<file path="src/common/frame_align_pkg.sv">
// Constants and types shared by the frame alignment pipeline.
package frame_align_pkg;
    localparam int DATA_W = 8;
    localparam int FIFO_DEPTH = 16;
    localparam int FIFO_AW = 4;
    localparam logic [2:0] BIT_COUNT_RESET = 3'h0;
    localparam logic [2:0] BIT_LAST = 3'h7;
    localparam logic [9:0] MIN_FRAME_CYCLES = 10'h200;
    localparam logic [1:0] FRAME_STAGES = 2'h2;
    typedef enum logic [2:0] {
        WAIT_FIRST = 3'b001,
        WAIT_SECOND = 3'b010,
        RUN = 3'b100
    } align_state_t;
endpackage

</file>
<file path="src/rtl/stream_fifo.sv">
// Parameterised valid/ready FIFO held in flip-flops.
`timescale 1ns/10ps
module stream_fifo #(
    parameter int WIDTH = 8,
    parameter int DEPTH = 16,
    parameter int AW = 4
) (
    // Clock and reset.
    input wire logic core_clk,
    input wire logic rst,
    // Fill side.
    input wire logic in_valid,
    output logic in_ready,
    input wire logic [WIDTH-1:0] in_data,
    // Drain side.
    output logic out_valid,
    input wire logic out_ready,
    output logic [WIDTH-1:0] out_data
);
    logic [WIDTH-1:0] mem_reg [DEPTH];
    logic [AW-1:0] wr_reg;
    logic [AW-1:0] rd_reg;
    logic [AW:0] cnt_reg;
    logic push;
    logic pop;
    assign push = in_valid && in_ready;
    assign pop = out_valid && out_ready;
    assign in_ready = cnt_reg < (AW+1)'(DEPTH);
    assign out_valid = cnt_reg != '0;
    assign out_data = mem_reg[rd_reg];
    always_ff @(posedge core_clk) begin
        if (push) begin
            mem_reg[wr_reg] <= in_data;
        end
    end
    always_ff @(posedge core_clk) begin
        if (rst) begin
            wr_reg <= '0;
            rd_reg <= '0;
            cnt_reg <= '0;
        end else begin
            if (push) begin
                wr_reg <= wr_reg + 1'b1;
            end
            if (pop) begin
                rd_reg <= rd_reg + 1'b1;
            end
            cnt_reg <= cnt_reg + (AW+1)'(push) - (AW+1)'(pop);
        end
    end
endmodule

</file>
<file path="src/rtl/frame_align.sv">
// Frame alignment and two-frame latency pipeline for the serial transcoder ports.
// Behaviour
// - Each input stream is shifted in over a whole frame before that frame's data is used.
// - Frame timing follows the frame pulse in bus mode and the first channel strobe otherwise.
// - A frame is processed during the next frame, so input of frame N leaves in frame N+2.
// - Signalling, control and bypass data see the same two-frame latency as coded data.
// - Input bits are taken on the bit clock falling edge and output changes on its rising edge.
`timescale 1ns/10ps
module frame_align
    import frame_align_pkg::*;
(
    // Clock and reset.
    input wire logic core_clk,
    input wire logic rst,
    // Mode and timing inputs.
    input wire logic tdm_bus_mode,
    input wire logic frame_pulse_in,
    input wire logic first_channel_strobe,
    input wire logic second_channel_strobe,
    input wire logic bit_clk,
    // Serial data.
    input wire logic serial_in,
    output logic serial_out,
    // Alignment status.
    output logic frame_start,
    output logic order_error
);
    logic [2:0] fp_sync_reg;
    logic [2:0] s1_sync_reg;
    logic [2:0] s2_sync_reg;
    logic [2:0] bc_sync_reg;
    logic [2:0] di_sync_reg;
    logic fp_reg;
    logic s1_reg;
    logic s2_reg;
    logic bc_reg;
    logic di_reg;
    logic frame_edge;
    logic s1_rise;
    logic s2_rise;
    logic bc_fall;
    logic bc_rise;
    logic [DATA_W-1:0] in_shift_reg;
    logic [2:0] bit_cnt_reg;
    logic word_done;
    logic [DATA_W-1:0] fifo_data;
    logic fifo_valid;
    logic fifo_in_ready;
    logic [DATA_W-1:0] proc_reg;
    logic [DATA_W-1:0] out_shift_reg;
    logic [1:0] fill_reg;
    logic proc_valid_reg;
    logic out_valid_reg;
    logic serial_out_reg;
    logic frame_start_reg;
    logic order_error_reg;
    align_state_t state_reg;
    logic [9:0] gap_cnt_reg;
    // Three-stage synchronisers; a change counts once stages two and three agree.
    always_ff @(posedge core_clk) begin
        if (rst) begin
            fp_sync_reg <= 3'h0;
            s1_sync_reg <= 3'h0;
            s2_sync_reg <= 3'h0;
            bc_sync_reg <= 3'h0;
            di_sync_reg <= 3'h0;
        end else begin
            fp_sync_reg <= {fp_sync_reg[1:0], frame_pulse_in};
            s1_sync_reg <= {s1_sync_reg[1:0], first_channel_strobe};
            s2_sync_reg <= {s2_sync_reg[1:0], second_channel_strobe};
            bc_sync_reg <= {bc_sync_reg[1:0], bit_clk};
            di_sync_reg <= {di_sync_reg[1:0], serial_in};
        end
    end
    always_ff @(posedge core_clk) begin
        if (rst) begin
            fp_reg <= 1'b0;
            s1_reg <= 1'b0;
            s2_reg <= 1'b0;
            bc_reg <= 1'b0;
            di_reg <= 1'b0;
        end else begin
            if (fp_sync_reg[1] == fp_sync_reg[2]) fp_reg <= fp_sync_reg[2];
            if (s1_sync_reg[1] == s1_sync_reg[2]) s1_reg <= s1_sync_reg[2];
            if (s2_sync_reg[1] == s2_sync_reg[2]) s2_reg <= s2_sync_reg[2];
            if (bc_sync_reg[1] == bc_sync_reg[2]) bc_reg <= bc_sync_reg[2];
            if (di_sync_reg[1] == di_sync_reg[2]) di_reg <= di_sync_reg[2];
        end
    end
    assign s1_rise = (s1_sync_reg[2] == s1_sync_reg[1]) && s1_sync_reg[2] && !s1_reg;
    assign s2_rise = (s2_sync_reg[2] == s2_sync_reg[1]) && s2_sync_reg[2] && !s2_reg;
    assign bc_fall = (bc_sync_reg[2] == bc_sync_reg[1]) && !bc_sync_reg[2] && bc_reg;
    assign bc_rise = (bc_sync_reg[2] == bc_sync_reg[1]) && bc_sync_reg[2] && !bc_reg;
    // Frame boundary from the frame pulse or from the first channel strobe.
    assign frame_edge = tdm_bus_mode
        ? ((fp_sync_reg[2] == fp_sync_reg[1]) && fp_sync_reg[2] && !fp_reg)
        : s1_rise;
    // Strobe order checker flags, outside bus mode, a strobe repeated without the other in between, once a first channel strobe has been seen.
    always_ff @(posedge core_clk) begin
        if (rst) begin
            state_reg <= WAIT_FIRST;
            order_error_reg <= 1'b0;
        end else begin
            case (state_reg)
                WAIT_FIRST: begin
                    if (s1_rise) state_reg <= WAIT_SECOND;
                end
                WAIT_SECOND: begin
                    if (s2_rise) state_reg <= RUN;
                    else if (s1_rise && !tdm_bus_mode) order_error_reg <= 1'b1;
                end
                RUN: begin
                    if (s1_rise) state_reg <= WAIT_SECOND;
                    else if (s2_rise && !tdm_bus_mode) order_error_reg <= 1'b1;
                end
                default: state_reg <= WAIT_FIRST;
            endcase
            if (frame_edge && gap_cnt_reg < MIN_FRAME_CYCLES && fill_reg != 2'h0) begin
                order_error_reg <= 1'b1;
            end
        end
    end
    always_ff @(posedge core_clk) begin
        if (rst || frame_edge) begin
            gap_cnt_reg <= 10'h0;
        end else if (gap_cnt_reg != 10'h3ff) begin
            gap_cnt_reg <= gap_cnt_reg + 10'h1;
        end
    end
    // Bits are sampled on the bit clock falling edge into the input register.
    always_ff @(posedge core_clk) begin
        if (rst || frame_edge) begin
            bit_cnt_reg <= BIT_COUNT_RESET;
            in_shift_reg <= '0;
        end else if (bc_fall) begin
            in_shift_reg <= {in_shift_reg[DATA_W-2:0], di_reg};
            bit_cnt_reg <= bit_cnt_reg + 3'h1;
        end
    end
    assign word_done = bc_fall && bit_cnt_reg == BIT_LAST && !frame_edge;
    // Data of a frame is held in the FIFO until the frame has fully arrived.
    stream_fifo #(.WIDTH(DATA_W), .DEPTH(FIFO_DEPTH), .AW(FIFO_AW)) i_stream_fifo (
        .core_clk(core_clk),
        .rst(rst),
        .in_valid(word_done),
        .in_ready(fifo_in_ready),
        .in_data({in_shift_reg[DATA_W-2:0], di_reg}),
        .out_valid(fifo_valid),
        .out_ready(frame_edge),
        .out_data(fifo_data)
    );
    // Frame N moves to the process stage at frame N+1 and to the output at N+2.
    // Every channel kind, bypass included, shares this same path.
    always_ff @(posedge core_clk) begin
        if (rst) begin
            proc_reg <= '0;
            out_shift_reg <= '0;
            proc_valid_reg <= 1'b0;
            out_valid_reg <= 1'b0;
            fill_reg <= 2'h0;
        end else if (frame_edge) begin
            proc_reg <= fifo_valid ? fifo_data : '0;
            proc_valid_reg <= fifo_valid;
            out_shift_reg <= proc_reg;
            out_valid_reg <= proc_valid_reg;
            if (fill_reg != FRAME_STAGES) fill_reg <= fill_reg + 2'h1;
        end else if (bc_rise && out_valid_reg) begin
            out_shift_reg <= {out_shift_reg[DATA_W-2:0], 1'b0};
        end
    end
    // Output bit changes on the bit clock rising edge.
    always_ff @(posedge core_clk) begin
        if (rst) begin
            serial_out_reg <= 1'b0;
        end else if (bc_rise) begin
            serial_out_reg <= out_valid_reg ? out_shift_reg[DATA_W-1] : 1'b0;
        end
    end
    always_ff @(posedge core_clk) begin
        if (rst) frame_start_reg <= 1'b0;
        else frame_start_reg <= frame_edge;
    end
    assign serial_out = serial_out_reg;
    assign frame_start = frame_start_reg;
    assign order_error = order_error_reg;
    // Frame alignment pulses stay one cycle wide.
    frame_pulse_a: assert property (@(posedge core_clk) disable iff (rst)
        frame_start |=> !frame_start) else $error("frame start longer than one cycle");
    latency_two_a: assert property (@(posedge core_clk) disable iff (rst)
        frame_edge && proc_valid_reg |=> out_shift_reg == $past(proc_reg))
        else $error("output frame not taken from process stage");
    load_whole_a: assert property (@(posedge core_clk) disable iff (rst)
        frame_edge |=> bit_cnt_reg == 3'h0) else $error("bit count not cleared at frame");
    sample_fall_a: assert property (@(posedge core_clk) disable iff (rst)
        !bc_fall && !frame_edge |=> $stable(bit_cnt_reg))
        else $error("input sampled off falling edge");
    out_rise_a: assert property (@(posedge core_clk) disable iff (rst)
        !bc_rise |=> $stable(serial_out)) else $error("output moved off rising edge");
    bypass_same_a: assert property (@(posedge core_clk) disable iff (rst)
        frame_edge |=> out_valid_reg == $past(proc_valid_reg))
        else $error("latency differs across paths");
    mode_source_a: assert property (@(posedge core_clk) disable iff (rst)
        !tdm_bus_mode && frame_edge |-> s1_rise) else $error("strobe mode frame source");
    proc_load_a: assert property (@(posedge core_clk) disable iff (rst)
        frame_edge && fifo_valid |=> proc_reg == $past(fifo_data))
        else $error("process stage not loaded");
    fifo_room_a: assert property (@(posedge core_clk) disable iff (rst)
        word_done |-> fifo_in_ready) else $error("completed word found no room");
endmodule

</file>
<file path="config.mk">
export PLATFORM = sky130hd
export DESIGN_NAME = frame_align
export DESIGN_NICKNAME = d
export VERILOG_FILES = /design/src/common/frame_align_pkg.sv /design/src/rtl/stream_fifo.sv /design/src/rtl/frame_align.sv
export SDC_FILE = /design/constraint.sdc
export NUM_CORES = 1
export LEC_CHECK = 0
export BUFFER_PORTS_ARGS = -buffer_cell sky130_fd_sc_hd__buf_2
export CORE_MARGIN = 2
export CORE_UTILIZATION = 42
export CTS_CLUSTER_DIAMETER = 50
export CTS_CLUSTER_SIZE = 12
export DETAILED_ROUTE_END_ITERATION = 16
export GPL_ROUTABILITY_DRIVEN = 0
export PLACE_DENSITY = 0.7
export SETUP_SLACK_MARGIN = 0.05
export SYNTH_ARGS = -nofsm -noshare
export SYNTH_HDL_FRONTEND = slang
export SYNTH_SLANG_ARGS = --single-unit
</file>
<file path="constraint.sdc">
create_clock -name core_clk -period 2.3 [get_ports core_clk]
set_input_delay 0.23 -clock core_clk [delete_from_list [all_inputs] [get_ports core_clk]]
set_output_delay 0.23 -clock core_clk [all_outputs]
set_load 0.005 [all_outputs]
</file>
==> reports/results.txt <==
Status: complete, but fails checks
Failing checks: negative setup slack
DR DRC count: 0
Total die area: 21100 sq um
Crit Path Class: reg2reg
Synthesized instance count: 569
Worst Clk Skew: 0.0180 ns
Clock root cell: clkbuf_16
Post-synthesis sequential area ratio: 65.7%
RSZ-0062 raised after global routing: yes
Share of async-settable or async-resettable flops after synthesis: 0%
Top cell type's share of synthesized area: 45.9%
Final ANT Viol Nets: 0
Yosys warnings: 0
Fin Setup TNS: -0.00978 ns
FF-to-FF Start: i_stream_fifo.cnt_reg[2]
WL/cell: 18.2 microns
Crit path capture type: flop
Fin cells: 892
Vias in the first global route: 4878
CTS tree: yes
CP top delay family: simple AND/OR/NAND/NOR gates
Final net count: 641
Max Fclk: 433 MHz
Measured slew at the worst slew-check pin: 0.767 ns
ANT cells: 0
Clock sink total: 211
Slowest CP cell: or4b_4
CP Buf/Inv Count: 2
PD cells: 743 nW/um^2
H-tree level count: 1
Die H: 145 microns
Post-Route WL: 16300 microns
Fill cells: 1661
Largest net degree at the start of global routing: 56
Syn_area_per_cell: 14.7 sq um
IO Port Bufs: 10
EDFF count, synth: 128
DP Worst Slack: -0.0850 ns
Final period util: 100%
Num CTS Buffers: 21
Number of distinct library cells after synthesis: 53
GR Overflow Total: 0
Share of cells above drive strength 1: 21.1%
I/O pins: 11
Final min period: 2.31 ns
CTS clk-pin slew, worst paths: 0.05 ns
Worst hold path type: in2reg
Post-synth top area cell: edfxtp_1
Worst vdd ir: 0.494 mV
Gr usage total: 15.4%
Max reg flops: 128
Final setup viols: 1
Die width: 145 microns
Total leakage power: 3.33 nW
Area Overhead vs Synth: 15.0%
Main flop type after synthesis: edfxtp_1
Max-cap violation count: 0
DR pass1 iterations: 4
Starting Density: 42.9%
Crit path required time: 2.65 ns
Fin. Hold Viols: 0
CP startpoint: i_stream_fifo.cnt_reg[2]
Core ar.: 19500 sq um
Syn_nets: 598
CP Cell Sequence: inv_2, ha_4, or4b_4, o21ai_4, or2_4, nand2_4, ha_4, inv_2, fa_2, nor2b_4, o21bai_1, nand3_1, nor3b_2
Worst path max stage delay: 0.48 ns
Mapped cell area: 8380 sq um
Crit path max fanout: 3
Crit start category: flop
Worst skew pair latency: 0.50 ns
Clock Tree Buf Depth: 3
Yosys reg bits: 211
Area of the multi-input gates: 2780 sq um
Total power: 0.00717 W
Rows: 51
Vias per std cell: 5.29
Initial antenna violation count: 0
Initial drt markers: 350
Via Count: 4720
Relative max-transition margin: 48.8%
Hold Crit Start: rst
Dpl cells: 840
Final setup margin: -0.00978 ns
Hpwl dp: 10100 microns
Top cells by area, synth: edfxtp_1, dfxtp_1, mux4_2, mux2i_1, ha_1
Worst Hold Margin: 0.0688 ns
First-pass GRT wire length: 25600 microns
Reg area: 5520 sq um
CP Data Arrival Time: 2.66 ns
Pins Over Slew Limit: 0
cell type report:
class,count,area share [%]
inverters,19,0.739
flip-flops and latches,211,57.2
well taps,265,3.44
clock inverters,1,0.0908
multi-input cells,315,28.9
clock buffers,37,6.18
repair buffers,44,3.50
tightest hold or removal path: cells and delay by family:
kind / cells / cell delay [ns]
buffers and inverters: 2 / 0.19
AO/OA/AOI/OAI: 1 / 0.09
cell usage after synthesis, types with 6 or more instances:
library cell  instances
edfxtp_1            128
dfxtp_1              83
nor2_1               40
mux2i_1              32
nand2_1              28
mux4_2               26
nor2b_1              22
a21oi_1              21
ha_1                 20
inv_1                19
and3_1               16
nand3_1              11
o21ai_0              11
clkbuf_1              9
nor3_1                9
a2bb2oi_1             8
a211oi_1              7
xor2_1                7
mux4_1                6
o21ai_1               6
cell usage in the layout, fill, tap and decap left out, drive strengths merged, types with 3 or more instances in the layout:
master       instances
edfxtp             128
dfxtp               83
nor2                40
buf                 39
clkbuf              37
mux2i               32
mux4                32
nand2               28
nor2b               22
a21oi               21
inv                 20
ha                  20
o21ai               18
and3                16
nand3               11
nor3                11
a2bb2oi              8
xor2                 7
a211oi               7
xnor2                5
dlygate4sd3          5
nor4                 3
a31oi                3
power breakdown:
part | switching [W] | leakage (nW) | internal, W
Sequential | 0.0000126 | 1.86 | 0.00398
Combinational | 0.0000485 | 1.18 | 0.0000350
Clock | 0.00134 | 0.288 | 0.00175
what timing repair did:
| action | in CTS | in global routing |
|---|---|---|
| pin swaps | 7 | 10 |
| resized for setup | 18 | 18 |
| gates cloned | 0 | 0 |
| setup endpoints to repair | 1 | 99 |
| endpoints found under the hold margin | 5 | 0 |
| hold buffers | 5 | 0 |
| buffers inserted | 3 | 6 |
kinds of logic (layout without fill, tap and decap cells):
kind of cell	after synthesis	count (layout)	synth area share, %
compound gates	67	67	5.07
mux	64	64	12.7
simple gates	151	151	9.54
xor+xnor	12	12	1.25
buf+inv	43	101	2.55
fa+ha+maj	21	21	3.22
flops	211	211	65.7
per-layer routing:
metal | share of wire [%] | vias up | track usage [%] | wire [microns]
met1 | 41 | 2370 | 19.3 | 6720
met2 | 52 | 98 | 27.6 | 8490
met4 | 2.1 | 0 | 5.05 | 347
met5 | 0 | - | 0 | 0
li1 | - | 2225 | - | -
met3 | 4.4 | 27 | 1.89 | 714
path summary, 6_finish.rpt:
path                              end  slack, ns  depth (start not counted)
max reg2reg  i_stream_fifo.cnt_reg[4]      -0.01                         13
min reg2reg            s1_sync_reg[1]       0.44                          1
min                      state_reg[0]       0.07                          3
max          i_stream_fifo.cnt_reg[4]      -0.01                         13
stage by stage:
| stage | util [%] | area, sq um |
|---|---|---|
| after global placement | 45.2 | 8830 |
| after detailed placement | 45.2 | 8830 |
| final | 49.4 | 9640 |
| after CTS | 48.9 | 9560 |
| after global routing | 49.4 | 9640 |
| after floorplan | - | 8440 |
Note: power is estimated with default switching activity, not from simulation.
